**config.mk**
```make
export PLATFORM = sky130hd
export DESIGN_NAME = gifd_decoder
export DESIGN_NICKNAME = d
export VERILOG_FILES = /design/src/hdl/gifd_pkg.sv /design/src/hdl/gifd_pin_sync.sv /design/src/hdl/gifd_decoder.sv
export VERILOG_INCLUDE_DIRS = /design/src /design/src/hdl
export SDC_FILE = /design/constraint.sdc
export NUM_CORES = 1
export LEC_CHECK = 0
export BUFFER_PORTS_ARGS = -buffer_cell sky130_fd_sc_hd__buf_2
export CORE_MARGIN = 10
export CORE_UTILIZATION = 40
export CTS_BUF_LIST = sky130_fd_sc_hd__clkbuf_16
export DETAILED_ROUTE_END_ITERATION = 7
export HOLD_SLACK_MARGIN = 0.02
export PLACE_DENSITY = 0.68
export SLEW_MARGIN = 15
export SYNTH_ARGS = -nofsm -noshare
export SYNTH_HDL_FRONTEND = slang
export SYNTH_SLANG_ARGS = --single-unit
```
**constraint.sdc**
```tcl
create_clock -name clk -period 1.7 [get_ports clk]
set_input_delay 0.255 -clock clk [delete_from_list [all_inputs] [get_ports clk]]
set_output_delay 0.255 -clock clk [all_outputs]
set_load 0.005 [all_outputs]
```
**src/hdl/gifd_regs.svh**
```systemverilog
`ifndef GIFD_REGS_SVH
`define GIFD_REGS_SVH
// input function codes
`define GIFD_FN_FAULT_DUMP 4'h2
`define GIFD_FN_CURRENT_OUTPUT_PWR 4'h3
`define GIFD_FN_VOLTAGE_OUTPUT_PWR 4'h4
`define GIFD_FN_PROTECT 4'h5
`define GIFD_FN_CLEAR 4'h7
`define GIFD_FN_LOAD 4'h8
`define GIFD_FN_FUNCGEN 4'h9
`define GIFD_FN_MARGIN 4'ha
`define GIFD_FN_RESET 4'hb
`define GIFD_FN_NVM_GATE 4'hc
`define GIFD_FN_REG_GATE 4'hd
// reset values of gate states
`define GIFD_NVM_ALLOW_RST 1'b1
`define GIFD_REG_ALLOW_RST 1'b1
// synchroniser depth for the pin
`define GIFD_SYNC_STAGES 3
`endif

```
**src/hdl/gifd_pkg.sv**
```systemverilog
`default_nettype none
package gifd_pkg;
	// channel-targeted command strobes
	typedef struct packed {
		logic [3:0] current_output_pdn;
		logic [3:0] current_output_pup;
		logic [3:0] voltage_output_pdn;
		logic [3:0] voltage_output_pup;
		logic [3:0] load;
		logic [3:0] fg_stop;
		logic [3:0] fg_start;
		logic [3:0] margin_lo;
		logic [3:0] margin_hi;
	} gifd_chan_cmd_t;
	// device-wide command strobes
	typedef struct packed {
		logic fault_dump;
		logic protect;
		logic clear_cmd;
		logic dev_reset;
	} gifd_glob_cmd_t;
	// pin-controlled gate states
	typedef struct packed {
		logic nvm_allow;
		logic reg_allow;
	} gifd_gate_t;
	typedef enum logic [1:0] {
		GIFD_BOOT = 2'b00,
		GIFD_RUN = 2'b01
	} gifd_state_t;
endpackage : gifd_pkg
`default_nettype wire

```
**src/hdl/gifd_pin_sync.sv**
```systemverilog
`timescale 1ns/1ns
`default_nettype none
`include "gifd_regs.svh"
module gifd_pin_sync
(
	// clock and reset
	input wire logic clk,
	input wire logic rst,
	// raw pin
	input wire logic pin_in,
	// filtered level and edges
	output logic level,
	output logic rise,
	output logic fall
);
	logic [2:0] sync_q;
	logic [2:0] sync_d;
	logic level_q;
	logic level_d;
	// shift chain; change counts when stages two and three agree
	always_comb
	begin
		sync_d = {sync_q[1:0], pin_in};
		level_d = (sync_q[1] == sync_q[2]) ? sync_q[2] : level_q;
	end
	always_ff @(posedge clk)
	begin
		if (rst)
		begin
			sync_q <= 3'h7;
			level_q <= 1'b1;
		end
		else
		begin
			sync_q <= sync_d;
			level_q <= level_d;
		end
	end
	assign level = level_q;
	assign rise = level_d & ~level_q;
	assign fall = ~level_d & level_q;
endmodule : gifd_pin_sync
`default_nettype wire

```
**src/hdl/gifd_decoder.sv**
```systemverilog
`timescale 1ns/1ns
`default_nettype none
`include "gifd_regs.svh"
// What this block does
// - volatile reset mode lost after reset
// - code 0010 falling edge dumps faults
// - code 0011 edges power current outputs
// - code 0100 edges power voltage outputs
// - code 0101 falling edge triggers protect
// - code 0111 falling edge triggers clear
// - code 1000 falling edge loads synced channels
// - code 1001 edges stop/start waveform generation
// - code 1010 edges select margin low/high
// - code 1011 low pulse resets; needs nvm
// - code 1100 edges allow/block nvm programming
// - code 1101 edges allow/block register writes
// - other codes cause no command
// - pin is input only when enabled
// - mapped function masks matching software bit
// - after power-up sample level once, execute
module gifd_decoder
(
	// clock and reset
	input wire logic clk,
	input wire logic rst,
	// pin
	input wire logic gpio_pin,
	// configuration
	input wire logic input_enable_bit,
	input wire logic [3:0] input_function_code,
	input wire logic [3:0] input_channel_select,
	input wire logic [3:0] sync_update_enable,
	input wire logic [3:0] voltage_output_powerdown_option,
	input wire logic cfg_from_nvm,
	// command strobes
	output gifd_pkg::gifd_chan_cmd_t chan_cmd,
	output gifd_pkg::gifd_glob_cmd_t glob_cmd,
	output logic [3:0] voltage_output_pdn_option,
	// gates and software masks
	output gifd_pkg::gifd_gate_t gate,
	output logic sw_bit_disable,
	output logic [3:0] sw_fn_code
);
	import gifd_pkg::*;

	// ==========================================
	// pin synchroniser
	logic level;
	logic rise;
	logic fall;
	gifd_pin_sync u_sync
	(
		.clk(clk),
		.rst(rst),
		.pin_in(gpio_pin),
		.level(level),
		.rise(rise),
		.fall(fall)
	);

	// ==========================================
	// boot sequencing
	gifd_state_t state_q;
	gifd_state_t state_d;
	logic [1:0] boot_cnt_q;
	logic [1:0] boot_cnt_d;
	logic boot_fire;
	// wait until synchroniser is filled, then act on level once
	always_comb
	begin
		state_d = state_q;
		boot_cnt_d = boot_cnt_q;
		boot_fire = 1'b0;
		unique case (state_q)
			GIFD_BOOT:
			begin
				boot_cnt_d = boot_cnt_q + 2'h1;
				if (boot_cnt_q == 2'h3)
				begin
					boot_fire = 1'b1;
					state_d = GIFD_RUN;
				end
			end
			GIFD_RUN:
			begin
				boot_cnt_d = boot_cnt_q;
			end
			default:
			begin
				state_d = GIFD_BOOT;
			end
		endcase
	end
	always_ff @(posedge clk)
	begin
		if (rst)
		begin
			state_q <= GIFD_BOOT;
			boot_cnt_q <= 2'h0;
		end
		else
		begin
			state_q <= state_d;
			boot_cnt_q <= boot_cnt_d;
		end
	end

	// ==========================================
	// event qualification
	logic active;
	logic ev_fall;
	logic ev_rise;
	logic low_pulse_q;
	logic low_pulse_d;
	logic boot_lvl;
	// effective events: edges in run, or boot level treated as its edge
	always_comb
	begin
		active = input_enable_bit;
		// level the chain settles to now; the registered level still holds the reset value
		boot_lvl = (level & ~fall) | rise;
		ev_fall = active & ((state_q == GIFD_RUN & fall) | (boot_fire & ~boot_lvl));
		ev_rise = active & ((state_q == GIFD_RUN & rise) | (boot_fire & boot_lvl));
		// low pulse completes on rise after a seen fall
		low_pulse_d = low_pulse_q;
		if (ev_fall)
			low_pulse_d = 1'b1;
		else if (rise | ~active)
			low_pulse_d = 1'b0;
	end
	always_ff @(posedge clk)
	begin
		if (rst)
			low_pulse_q <= 1'b0;
		else
			low_pulse_q <= low_pulse_d;
	end

	// ==========================================
	// command decode
	gifd_chan_cmd_t cc_d;
	gifd_chan_cmd_t cc_q;
	gifd_glob_cmd_t gc_d;
	gifd_glob_cmd_t gc_q;
	gifd_gate_t gate_d;
	gifd_gate_t gate_q;
	logic [3:0] pdo_d;
	logic [3:0] pdo_q;
	logic [3:0] sel;
	always_comb
	begin
		cc_d = '0;
		gc_d = '0;
		gate_d = gate_q;
		pdo_d = pdo_q;
		sel = input_channel_select;
		unique case (input_function_code)
			`GIFD_FN_FAULT_DUMP: gc_d.fault_dump = ev_fall;
			`GIFD_FN_CURRENT_OUTPUT_PWR:
			begin
				cc_d.current_output_pdn = ev_fall ? sel : 4'h0;
				cc_d.current_output_pup = ev_rise ? sel : 4'h0;
			end
			`GIFD_FN_VOLTAGE_OUTPUT_PWR:
			begin
				cc_d.voltage_output_pdn = ev_fall ? sel : 4'h0;
				cc_d.voltage_output_pup = ev_rise ? sel : 4'h0;
				if (ev_fall)
					pdo_d = voltage_output_powerdown_option;
			end
			`GIFD_FN_PROTECT: gc_d.protect = ev_fall;
			`GIFD_FN_CLEAR: gc_d.clear_cmd = ev_fall;
			`GIFD_FN_LOAD: cc_d.load = ev_fall ? (sel & sync_update_enable) : 4'h0;
			`GIFD_FN_FUNCGEN:
			begin
				cc_d.fg_stop = ev_fall ? sel : 4'h0;
				cc_d.fg_start = ev_rise ? sel : 4'h0;
			end
			`GIFD_FN_MARGIN:
			begin
				cc_d.margin_lo = ev_fall ? sel : 4'h0;
				cc_d.margin_hi = ev_rise ? sel : 4'h0;
			end
			// only a stored config survives the reset it causes
			`GIFD_FN_RESET: gc_d.dev_reset = low_pulse_q & rise & active & cfg_from_nvm;
			`GIFD_FN_NVM_GATE:
			begin
				if (ev_fall)
					gate_d.nvm_allow = 1'b1;
				else if (ev_rise)
					gate_d.nvm_allow = 1'b0;
			end
			`GIFD_FN_REG_GATE:
			begin
				if (ev_fall)
					gate_d.reg_allow = 1'b1;
				else if (ev_rise)
					gate_d.reg_allow = 1'b0;
			end
			default: cc_d = '0;
		endcase
	end
	always_ff @(posedge clk)
	begin
		if (rst)
		begin
			cc_q <= '0;
			gc_q <= '0;
			gate_q <= {`GIFD_NVM_ALLOW_RST, `GIFD_REG_ALLOW_RST};
			pdo_q <= 4'h0;
		end
		else
		begin
			cc_q <= cc_d;
			gc_q <= gc_d;
			gate_q <= gate_d;
			pdo_q <= pdo_d;
		end
	end

	// ==========================================
	// outputs
	assign chan_cmd = cc_q;
	assign glob_cmd = gc_q;
	assign gate = gate_q;
	assign voltage_output_pdn_option = pdo_q;
	// software command path of the mapped function is masked
	assign sw_bit_disable = input_enable_bit;
	assign sw_fn_code = input_function_code;
endmodule : gifd_decoder
`default_nettype wire

```
==> results of run 1 <==
==> path summary, 6_finish.rpt <==
check | startpoint | cells past startpoint | to
max | state_q[0] | 4 | gate[1]
max reg2reg | state_q[0] | 4 | gate[1]
min reg2reg | u_sync.sync_q[0] | 1 | u_sync.sync_q[1]
min | gpio_pin | 2 | u_sync.sync_q[0]
==> stage by stage <==
step,instance area [um^2],hold WS (ns),utilization [%]
floorplan,1770,0.359,-
global placement,2170,0.393,50.1
detailed placement,2170,0.398,50.1
CTS,2310,0.146,53.3
global route,2310,0.154,53.3
finish,2310,0.146,53.3
==> Yosys cell counts, types with 3 or more instances <==
library cell               count  area, um^2
sky130_fd_sc_hd__a21oi_1       4        20.0
sky130_fd_sc_hd__dfxtp_1      54        1080
sky130_fd_sc_hd__nor2_1       34         128
sky130_fd_sc_hd__nor3_1        3        15.0
sky130_fd_sc_hd__nor2_2        8        50.1
sky130_fd_sc_hd__buf_4         5        37.5
sky130_fd_sc_hd__nand4_1       4        25.0
sky130_fd_sc_hd__clkbuf_1      3        11.3
sky130_fd_sc_hd__nand3_1      10        50.1
sky130_fd_sc_hd__or2_2         4        25.0
sky130_fd_sc_hd__o21ai_0       4        20.0
sky130_fd_sc_hd__nand2_1      11        41.3
==> logic make-up after synthesis <==
family                     count (synthesis)  synth area share, %
buffers and inverters                     12                 4.18
and+or+nand+nor                           90                 26.8
adders and majority gates                  2                 1.35
xor gates and xnor gates                   1                0.496
DFF                                       54                 61.2
muxes                                      1                0.567
AOI/OAI and AO/OA                         15                 5.38
==> layer usage <==
layer | GRT usage (%) | routed length [um] | up-vias
met1 | 13.3 | 1890 | 633
met3 | 6.47 | 517 | 7
met2 | 18.5 | 1960 | 52
met4 | 3.98 | 59 | 0
met5 | 0 | 0 | -
li1 | - | - | 724
==> layout make-up <==
cell class / count / area [um^2] / area share (%)
sequential: 54 / 1080 / 46.9
clock inverter: 2 / 15.0 / 0.651
multi-input combinational: 109 / 612 / 26.5
clock buffer: 5 / 125 / 5.43
tap: 52 / 65.1 / 2.82
timing repair buffer: 78 / 408 / 17.7
==> cells in the final DEF, fill, tap and decap left out, drive strengths merged, types with 2 or more instances in the layout <==
cell and instances:
nand4 4, buf 78, nor3b 2, clkbuf 5, nor3 3, nor2b 2, or2 4, nor2 42
clkinvlp 2, dfxtp 54, nand3 10, a21oi 4, nand2 11, o21ai 5, and4 2, nand2b 2
==> state kept, by name (all words and copies together), names as in the netlist, 2 cells and up <==
| signal | cells |
|---|---|
| boot_cnt_q | 2 |
| chan_cmd | 36 |
| gate | 2 |
| glob_cmd | 4 |
| u_sync.sync_q | 3 |
| voltage_output_pdn_option | 4 |
==> power breakdown <==
part / total, mW / internal (mW) / switching [mW]
sequential: 1.29 / 1.28 / 0.0130
combinational: 0.127 / 0.0566 / 0.0708
clock: 0.981 / 0.538 / 0.443
total: 2.40 / 1.88 / 0.527
==> results.py, run 1 <==
metrics = {
    "timing": {
        "max_clock_freq_mhz": 655,
        "setup_tns_ns": 0,
        "transition_at_the_pin_with_the_smallest_max_transition_slack_ns": 0.523,
        "final_min_period_over_clock_period_pct": 89.8,
        "finalClockSkew_ns": 0.00500,
        "maxSlewHeadroom_pct": 65.2,
        "post-route-worst-setup-slack_ns": 0.174,
        "final_max_slew_viol_count": 0,
        "report.final.setup_viol": 0,
        "hold_viol_final": 0,
        "period_minus_slack_ns": 1.53,
        "rsz0062_at_grt": "false",
    },
    "pwr": {
        "total_power_mw": 2.40,
        "p_leak_nw": 1.01,
        "power.ir.vdd_worst_v": 0.000411,
        "pwr_density_cell_mw_per_mm2": 1040,
    },
    "routing": {
        "route.vias.total": 1416,
        "drt_total_wl_mm": 4.43,
        "final_antenna_net_count": 0,
        "drt-vias-per-instance": 4.72,
        "routedWlPerCell_um": 14.8,
        "firstDrtPassIters": 4,
        "remaining_drc_errors": 0,
        "drt-initial-drc-count": 48,
    },
    "logic_synthesis": {
        "netlist_instances": 175,
        "ys_seq_area_share_pct": 61.2,
        "synth.net_count": 197,
        "synth_ff_type": "sky130_fd_sc_hd__dfxtp_1",
        "syn_area_per_cell_um2": 10.1,
        "postSynth.asyncResetShare_pct": 0,
        "synth_edf_count": 0,
        "synthDistinctLibCells": 39,
        "ys_warn_count": 0,
        "synth.cell_area_mm2": 0.00177,
        "yosys_register_bits": 54,
    },
    "global_route": {
        "grt-ovfl-total": 0,
        "antenna_violations_before_repair": 0,
        "grt_max_degree": 17,
        "grt_pass1_vias": 1424,
        "globalRouteTotalUtil_pct": 11.8,
        "grt_pass1_wl_mm": 7.02,
    },
    "worst_setup_path": {
        "worst_path_class_setup": "flop to flop",
        "timing.critical_path.from_type": "flop",
        "worst_path_dominant_cell_family": "compound AO/OA/AOI/OAI gates",
        "r2r_setup_slack_ns": 0.17,
        "path_cells": "nand2b_1, o2bb2ai_1, nand3_1, a221o_1",
        "data_arrival_time_of_the_critical_path_ns": 1.71,
        "timing.critical_path.required_ns": 1.88,
        "slowest_stage": "sky130_fd_sc_hd__dfxtp_1",
        "delay_contributed_by_the_slowest_stage_of_the_critical_path_ns": 0.46,
        "cp.buffers_inverters": 0,
        "worst_setup_path_end_kind": "flop",
        "crit_path_max_fanout": 7,
    },
    "die": {
        "core_mm2": 0.00432,
        "initial_core_util_pct": 40.9,
        "placement_rows": 24,
        "die_height_um": 86.5,
        "die_area_mm2": 0.00748,
        "fp.dieW_um": 86.5,
        "ios": 72,
    },
    "finish": {
        "ratio_of_cells_with_drive_above_1_in_the_final_layout_pct": 40.7,
        "finalNetCount": 270,
        "final_cells": 300,
        "antenna_cells": 0,
        "final.fill_count": 426,
        "syn_to_final_growth_pct": 30.5,
    },
    "clock_tree": {
        "numCtsBuffers": 5,
        "clockBufferDepth": 2,
        "cts.clk_slew.worst_paths_ns": 0.07,
        "clock_insertion_delay_worst_skew_ns": 0.29,
        "hold_buffers": 0,
        "root_buffer": "sky130_fd_sc_hd__clkbuf_16",
        "tritoncts": "yes",
        "post_cts_buffers": 0,
        "cts_resized": 0,
        "cts-htree-levels": 2,
        "clock-sinks": 54,
    },
    "flow_run": {
        "maxCapViolations": 0,
    },
    "placed_design": {
        "io_buffers": 71,
        "hpwlAfterDp_mm": 3.45,
        "dpl_worst_slack_ns": 0.184,
        "dp_cells": 293,
        "global_placer_s_final_weighted_congestion": 0.799,
    },
    "status": {
        "run_status": "finished, final reports clean",
    },
    "min_path": {
        "hold_class": "input port to flop",
    },
}
Note: power is estimated with default switching activity, not from simulation.
==> run 2, diff against run 1 <==
--- a/config.mk
+++ b/config.mk
@@ -7,12 +7,14 @@
 export NUM_CORES = 1
 export LEC_CHECK = 0
 export BUFFER_PORTS_ARGS = -buffer_cell sky130_fd_sc_hd__buf_2
+export CELL_PAD_IN_SITES_DETAIL_PLACEMENT = 0
+export CELL_PAD_IN_SITES_GLOBAL_PLACEMENT = 1
 export CORE_MARGIN = 10
-export CORE_UTILIZATION = 40
+export CORE_UTILIZATION = 34
 export CTS_BUF_LIST = sky130_fd_sc_hd__clkbuf_16
 export DETAILED_ROUTE_END_ITERATION = 7
 export HOLD_SLACK_MARGIN = 0.02
-export PLACE_DENSITY = 0.68
+export PLACE_DENSITY_LB_ADDON = 0.1
 export SLEW_MARGIN = 15
 export SYNTH_ARGS = -nofsm -noshare
 export SYNTH_HDL_FRONTEND = slang
==> constraint.sdc (replaced) <==
create_clock -name clk -period 1.5 [get_ports clk]
set_input_delay 0.225 -clock clk [delete_from_list [all_inputs] [get_ports clk]]
set_output_delay 0.225 -clock clk [all_outputs]
set_load 0.005 [all_outputs]
==> run 2 against run 1 <==
Power is 15% higher; non-clock buffer count grew 6; cell count up 8.3%; register-to-register slack got worse by 0.11 ns; utilization is 6.0 points lower; routed wire length grew 2.5%; die area is 13% higher; critical path depth grew 1; largest cell class unchanged; highest routed layer unchanged.
==> results.py, run 2 (synthesis gave the netlist of run 1 again) <==
metrics = {
    "status": {
        "run_status": "finished, final reports clean",
    },
    "clock_tree": {
        "tritoncts": "yes",
        "hold_buffers": 0,
        "cts.clk_slew.worst_paths_ns": 0.07,
        "clock-sinks": 54,
        "root_buffer": "sky130_fd_sc_hd__clkbuf_16",
        "numCtsBuffers": 5,
        "clock_insertion_delay_worst_skew_ns": 0.29,
        "cts-htree-levels": 2,
        "clockBufferDepth": 2,
    },
    "placed_design": {
        "io_buffers": 71,
        "dp_cells": 317,
        "global_placer_s_final_weighted_congestion": 0.760,
        "hpwlAfterDp_mm": 3.61,
    },
    "timing": {
        "finalClockSkew_ns": 0.00462,
        "period_minus_slack_ns": 1.43,
        "transition_at_the_pin_with_the_smallest_max_transition_slack_ns": 0.371,
        "setup_tns_ns": 0,
        "hold_viol_final": 0,
        "max_clock_freq_mhz": 698,
        "report.final.setup_viol": 0,
        "maxSlewHeadroom_pct": 75.2,
        "rsz0062_at_grt": "true",
        "whs_ns": 0.114,
        "final_min_period_over_clock_period_pct": 95.5,
        "final_max_slew_viol_count": 0,
    },
    "global_route": {
        "grt_max_degree": 18,
        "grt-ovfl-total": 0,
        "grt_pass1_wl_mm": 7.71,
        "grt_pass1_vias": 1565,
        "antenna_violations_before_repair": 0,
        "globalRouteTotalUtil_pct": 11.0,
    },
    "routing": {
        "drt_total_wl_mm": 4.54,
        "top_layer": "met4",
        "remaining_drc_errors": 0,
        "met3WireLength_um": 336,
        "drt-initial-drc-count": 9,
        "routedWlPerCell_um": 14.0,
        "drt-vias-per-instance": 4.39,
        "met2_wirelength_mm": 2.31,
        "met1Wirelength_mm": 1.85,
        "route.vias.total": 1426,
        "final_antenna_net_count": 0,
        "firstDrtPassIters": 4,
    },
    "finish": {
        "largest_register_ff_count": 36,
        "layout.area.seq_mm2": 0.00108,
        "ratio_of_cells_with_drive_above_1_in_the_final_layout_pct": 43.1,
        "final.fill_count": 523,
        "final_cells": 325,
        "most-common-layout-cells": "sky130_fd_sc_hd__buf_2 (71), sky130_fd_sc_hd__dfxtp_1 (54), sky130_fd_sc_hd__nor2_1 (34), sky130_fd_sc_hd__buf_4 (13), sky130_fd_sc_hd__nand2_1 (11)",
        "syn_to_final_growth_pct": 35.9,
        "multi_input_comb_area_um2": 634,
        "finalNetCount": 276,
        "antenna_cells": 0,
        "postLayoutCoreUtil_pct": 47.3,
        "layout_commonest_cell": "sky130_fd_sc_hd__buf_2",
    },
    "worst_setup_path": {
        "delay_contributed_by_the_slowest_stage_of_the_critical_path_ns": 0.36,
        "timing.critical_path.from_type": "flop",
        "worst_path_class_setup": "flop to flop",
        "path_cells": "maj3_2, o21ai_4, buf_4, nand3_1, nor2_1",
        "slowest_stage": "sky130_fd_sc_hd__maj3_2",
        "data_arrival_time_of_the_critical_path_ns": 1.66,
        "crit_path_max_fanout": 5,
        "worst_setup_path_end_kind": "flop",
        "timing.critical_path.required_ns": 1.72,
    },
    "pwr": {
        "p_leak_nw": 1.05,
        "pwr_density_cell_mw_per_mm2": 1150,
        "power.ir.vdd_worst_v": 0.000460,
    },
    "flow_run": {
        "maxCapViolations": 0,
    },
    "die": {
        "placement_rows": 26,
        "ios": 72,
        "fp.dieW_um": 92.1,
        "die_area_mm2": 0.00848,
        "core_mm2": 0.00507,
        "initial_core_util_pct": 34.8,
        "die_height_um": 92.1,
    },
    "min_path": {
        "hold_class": "input port to flop",
    },
}
## run 2: cell types whose count changed in the layout (fill, tap and decap cells not counted), sizes merged
cell      before  now
inv            0    1
clkinv         0    1
buf           78   84
clkinvlp       2    1
## run 2: worst paths after layout
kind	depth (start not counted)	slack, ns	to	startpoint
min	2	0.11	u_sync.sync_q[0]	gpio_pin
max reg2reg	5	0.07	chan_cmd[19]	u_sync.level
max	5	0.07	chan_cmd[19]	u_sync.level
min reg2reg	1	0.42	u_sync.sync_q[1]	u_sync.sync_q[0]
## run 2: per-stage QoR
step / total power, mW / cell area (um^2) / setup WS, ns
after CTS: 2.78 / 2380 / 0.0222
after global placement: 1.66 / 2230 / 0.0499
after detailed placement: 1.66 / 2230 / -0.0291
after global routing: 2.87 / 2400 / -0.0587
after floorplan: 1.59 / 1770 / 0.163
final: 2.75 / 2400 / 0.0679
## run 2: per-layer routing
layer | up-vias | track usage [%]
met4 | 0 | 3.86
met2 | 36 | 18.9
met5 | - | 0
met3 | 5 | 4.32
met1 | 645 | 11.9
li1 | 740 | -
## run 2: worst max-delay path, delay by kind of cell (launching register included)
kind / cells / cell delay (ns)
AOI/OAI and AO/OA: 1 / 0.17
adders and majority gates: 1 / 0.36
buffers and inverters: 1 / 0.16
DFF: 1 / 0.33
and+or+nand+nor: 2 / 0.34
## run 2: where the power goes
| part | internal, mW | leakage [nW] | switching, mW | total [mW] |
|---|---|---|---|---|
| clock network | 0.619 | 0.0679 | 0.509 | 1.13 |
| registers | 1.45 | 0.436 | 0.0125 | 1.46 |
| logic | 0.0757 | 0.544 | 0.0867 | 0.162 |
## run 2: final cells by class
class,instances,area share [%]
Sequential cell,54,45.0
Clock buffer,5,5.21
Tap cell,70,3.65
Multi-Input combinational cell,109,26.4
Timing Repair Buffer,84,18.9
Clock inverter,3,0.834
## run 2: repair_timing
action                     CTS  global route
buffers inserted             0             0
gates resized for setup      1             3
setup endpoints to repair   19            38
==> run 3, diff against run 2 <==
--- a/config.mk
+++ b/config.mk
@@ -10,7 +10,7 @@
 export CELL_PAD_IN_SITES_DETAIL_PLACEMENT = 0
 export CELL_PAD_IN_SITES_GLOBAL_PLACEMENT = 1
 export CORE_MARGIN = 10
-export CORE_UTILIZATION = 34
+export CORE_UTILIZATION = 35
 export CTS_BUF_LIST = sky130_fd_sc_hd__clkbuf_16
 export DETAILED_ROUTE_END_ITERATION = 7
 export HOLD_SLACK_MARGIN = 0.02
@@ -18,4 +18,5 @@
 export SLEW_MARGIN = 15
 export SYNTH_ARGS = -nofsm -noshare
 export SYNTH_HDL_FRONTEND = slang
+export SYNTH_HIERARCHICAL = 1
 export SYNTH_SLANG_ARGS = --single-unit
==> run 3 against run 2 <==
Worst hold slack gained 0.0039 ns; cell count shrank 2.2%; first-iteration DRC count grew to 5.1 times the previous value; sequential cell count is the same; largest power group unchanged; largest cell class unchanged; non-clock buffer count shrank 2; clock power grew 12%; power grew 6.1%; register-to-register slack lost 0.04 ns; global-route usage shrank 0.62 points.
==> results.py, run 3 <==
metrics = {
    "status": {
        "run_status": "finished, final reports clean",
    },
    "placed_design": {
        "dpl_worst_slack_ns": 0.0201,
        "global_placer_s_final_weighted_congestion": 0.727,
        "dp_cells": 307,
        "detailed_place.area_mm2": 0.00223,
        "io_buffers": 71,
        "hpwlAfterDp_mm": 3.42,
    },
    "logic_synthesis": {
        "synth_ff_type": "sky130_fd_sc_hd__dfxtp_1",
        "synth.net_count": 193,
        "synth_edf_count": 0,
        "yosys.cell_count.top_type": "sky130_fd_sc_hd__dfxtp_1",
        "synth.cell_area_mm2": 0.00179,
        "yosys_register_bits": 54,
        "postSynth.asyncResetShare_pct": 0,
        "synth_common_cells": "sky130_fd_sc_hd__dfxtp_1 (54), sky130_fd_sc_hd__nor2_1 (43), sky130_fd_sc_hd__nand2_1 (16)",
        "syn_area_per_cell_um2": 10.5,
        "ys_warn_count": 6,
        "netlist_instances": 171,
        "synth_top_cells_by_area": "sky130_fd_sc_hd__dfxtp_1 (60%), sky130_fd_sc_hd__nor2_1 (9.0%), sky130_fd_sc_hd__nand2_1 (3.4%)",
        "yosys.area.top_type_share_pct": 60.4,
        "synthDistinctLibCells": 38,
        "synth_area_leader_cell": "sky130_fd_sc_hd__dfxtp_1",
        "ys_seq_area_share_pct": 60.4,
    },
    "pwr": {
        "pwr_density_cell_mw_per_mm2": 1190,
        "pwr-share-seq_pct": 50.4,
        "p_leak_nw": 1.17,
        "clock_network_fraction_of_design_power_pct": 43.2,
        "share_comb_of_total_power_pct": 6.4,
        "p_switching_mw": 0.596,
        "power.internal_mw": 2.33,
        "switching_share_pct": 20.4,
        "power.ir.vdd_worst_v": 0.000637,
    },
    "worst_setup_path": {
        "worst_path_class_setup": "flop to flop",
        "delay_contributed_by_the_slowest_stage_of_the_critical_path_ns": 0.34,
        "data_arrival_time_of_the_critical_path_ns": 1.65,
        "reg2regPathDepth": 6,
        "timing.critical_path.required_ns": 1.68,
        "timing.critical_path.from_type": "flop",
        "cp.buffers_inverters": 1,
        "crit_path_max_fanout": 4,
        "critical_path_cell_count": 6,
        "worst_path_dominant_cell_family": "compound AO/OA/AOI/OAI gates",
        "path_cells": "nor3b_4, buf_4, nor3b_4, o221a_4, nand2_2, a221o_1",
        "worst_setup_path_end_kind": "flop",
        "worst_path_most_repeated_cell": "sky130_fd_sc_hd__nor3b_4",
        "slowest_stage": "sky130_fd_sc_hd__dfxtp_2",
    },
    "finish": {
        "antenna_cells": 0,
        "largest_register_ff_count": 36,
        "final_design_area_no_fill_mm2": 0.00246,
        "final_cells": 318,
        "finalNetCount": 272,
        "most-common-layout-cells": "sky130_fd_sc_hd__buf_2 (71), sky130_fd_sc_hd__dfxtp_1 (51), sky130_fd_sc_hd__nor2_1 (42), sky130_fd_sc_hd__nand2_1 (15), sky130_fd_sc_hd__buf_4 (10)",
        "layout_commonest_cell": "sky130_fd_sc_hd__buf_2",
        "syn_to_final_growth_pct": 37.4,
        "ratio_of_cells_with_drive_above_1_in_the_final_layout_pct": 42.2,
    },
    "timing": {
        "report.final.setup_viol": 0,
        "whs_ns": 0.118,
        "post-route-worst-setup-slack_ns": 0.0312,
        "maxSlewHeadroom_pct": 71.0,
        "rsz0062_at_grt": "true",
        "finalClockSkew_ns": 0.00640,
        "max_clock_freq_mhz": 681,
        "final_max_slew_viol_count": 0,
        "final_min_period_over_clock_period_pct": 97.9,
        "period_minus_slack_ns": 1.47,
        "transition_at_the_pin_with_the_smallest_max_transition_slack_ns": 0.432,
        "hold_viol_final": 0,
    },
    "routing": {
        "remaining_drc_errors": 0,
        "routedWlPerCell_um": 13.8,
        "final_antenna_net_count": 0,
        "drt-vias-per-instance": 4.37,
        "route.vias.total": 1389,
        "drt-initial-drc-count": 46,
        "drt_total_wl_mm": 4.38,
        "firstDrtPassIters": 4,
    },
    "clock_tree": {
        "cts.clk_slew.worst_paths_ns": 0.07,
        "root_buffer": "sky130_fd_sc_hd__clkbuf_16",
        "cts-htree-levels": 2,
        "numCtsBuffers": 5,
        "clockBufferDepth": 2,
        "hold_buffers": 0,
        "clock_insertion_delay_worst_skew_ns": 0.28,
        "clock-sinks": 54,
        "tritoncts": "yes",
    },
    "die": {
        "placement_rows": 25,
        "die_area_mm2": 0.00838,
        "fp.dieW_um": 91.5,
        "initial_core_util_pct": 36.9,
        "core_mm2": 0.00485,
        "die_height_um": 91.5,
        "ios": 72,
    },
    "flow_run": {
        "maxCapViolations": 0,
    },
    "global_route": {
        "grt_max_degree": 17,
        "globalRouteTotalUtil_pct": 10.4,
        "grt-ovfl-total": 0,
        "grt_pass1_wl_mm": 7.12,
        "antenna_violations_before_repair": 0,
        "grt_pass1_vias": 1411,
    },
    "min_path": {
        "hold_class": "input port to flop",
        "holdPathStages": 2,
    },
}
-- run 3: path summary, 6_finish.rpt --
| kind | slack (ns) | start | to |
|---|---|---|---|
| worst max-delay path | 0.03 | u_sync/level | gate[1] |
| worst min-delay path | 0.12 | gpio_pin | u_sync/sync_q[0] |
| worst max register to register | 0.03 | u_sync/level | gate[1] |
| worst min register to register | 0.42 | u_sync/sync_q[0] | u_sync/sync_q[1] |
-- run 3: cells by family after synthesis --
| logic type | count (synthesis) | synth area share, % |
|---|---|---|
| simple gates | 85 | 24.8 |
| flops | 54 | 60.4 |
| buf+inv | 13 | 4.68 |
| compound gates | 12 | 6.15 |
| mux | 5 | 2.80 |
| xor+xnor | 1 | 0.489 |
| fa+ha+maj | 1 | 0.699 |
-- run 3: layout make-up --
cell class	instances	area [um^2]
Clock inverter	3	41.3
Sequential cell	54	1080
Timing Repair Buffer	82	450
Multi-Input combinational cell	104	663
Clock buffer	5	125
Tap cell	67	83.8
Fill cell	505	2390
Inverter	3	11.3
-- run 3: per-layer routing --
metal | part of all wire [%] | track usage (%) | vias up
met2 | 51 | 17.5 | 37
met5 | 0 | 0 | -
met1 | 40 | 11.6 | 626
li1 | - | - | 724
met4 | 0.48 | 2.74 | 0
met3 | 8.3 | 4.61 | 2
-- run 3: repair_timing --
item,CTS,global route
setup endpoints to repair,5,29
gates resized for setup,2,8
buffers inserted,0,3
pin swaps,0,5
-- run 3: through the flow --
stage	setup TNS [ns]	utilization (%)	total power [mW]
5_1_grt	-0.439	50.7	3.04
3_5_place_dp	0	46.1	1.68
4_1_cts	0	49.7	2.93
6_report	0	50.7	2.92
2_1_floorplan	0	-	1.61
3_3_place_gp	0	46.1	1.68
-- run 3: power by group through the flow --
stage	logic, mW	registers (mW)	clock network [mW]
3_3_place_gp	0.175	1.50	0
6_report	0.187	1.47	1.26
5_1_grt	0.210	1.48	1.36
2_1_floorplan	0.117	1.49	0
3_5_place_dp	0.174	1.50	0
4_1_cts	0.175	1.47	1.29
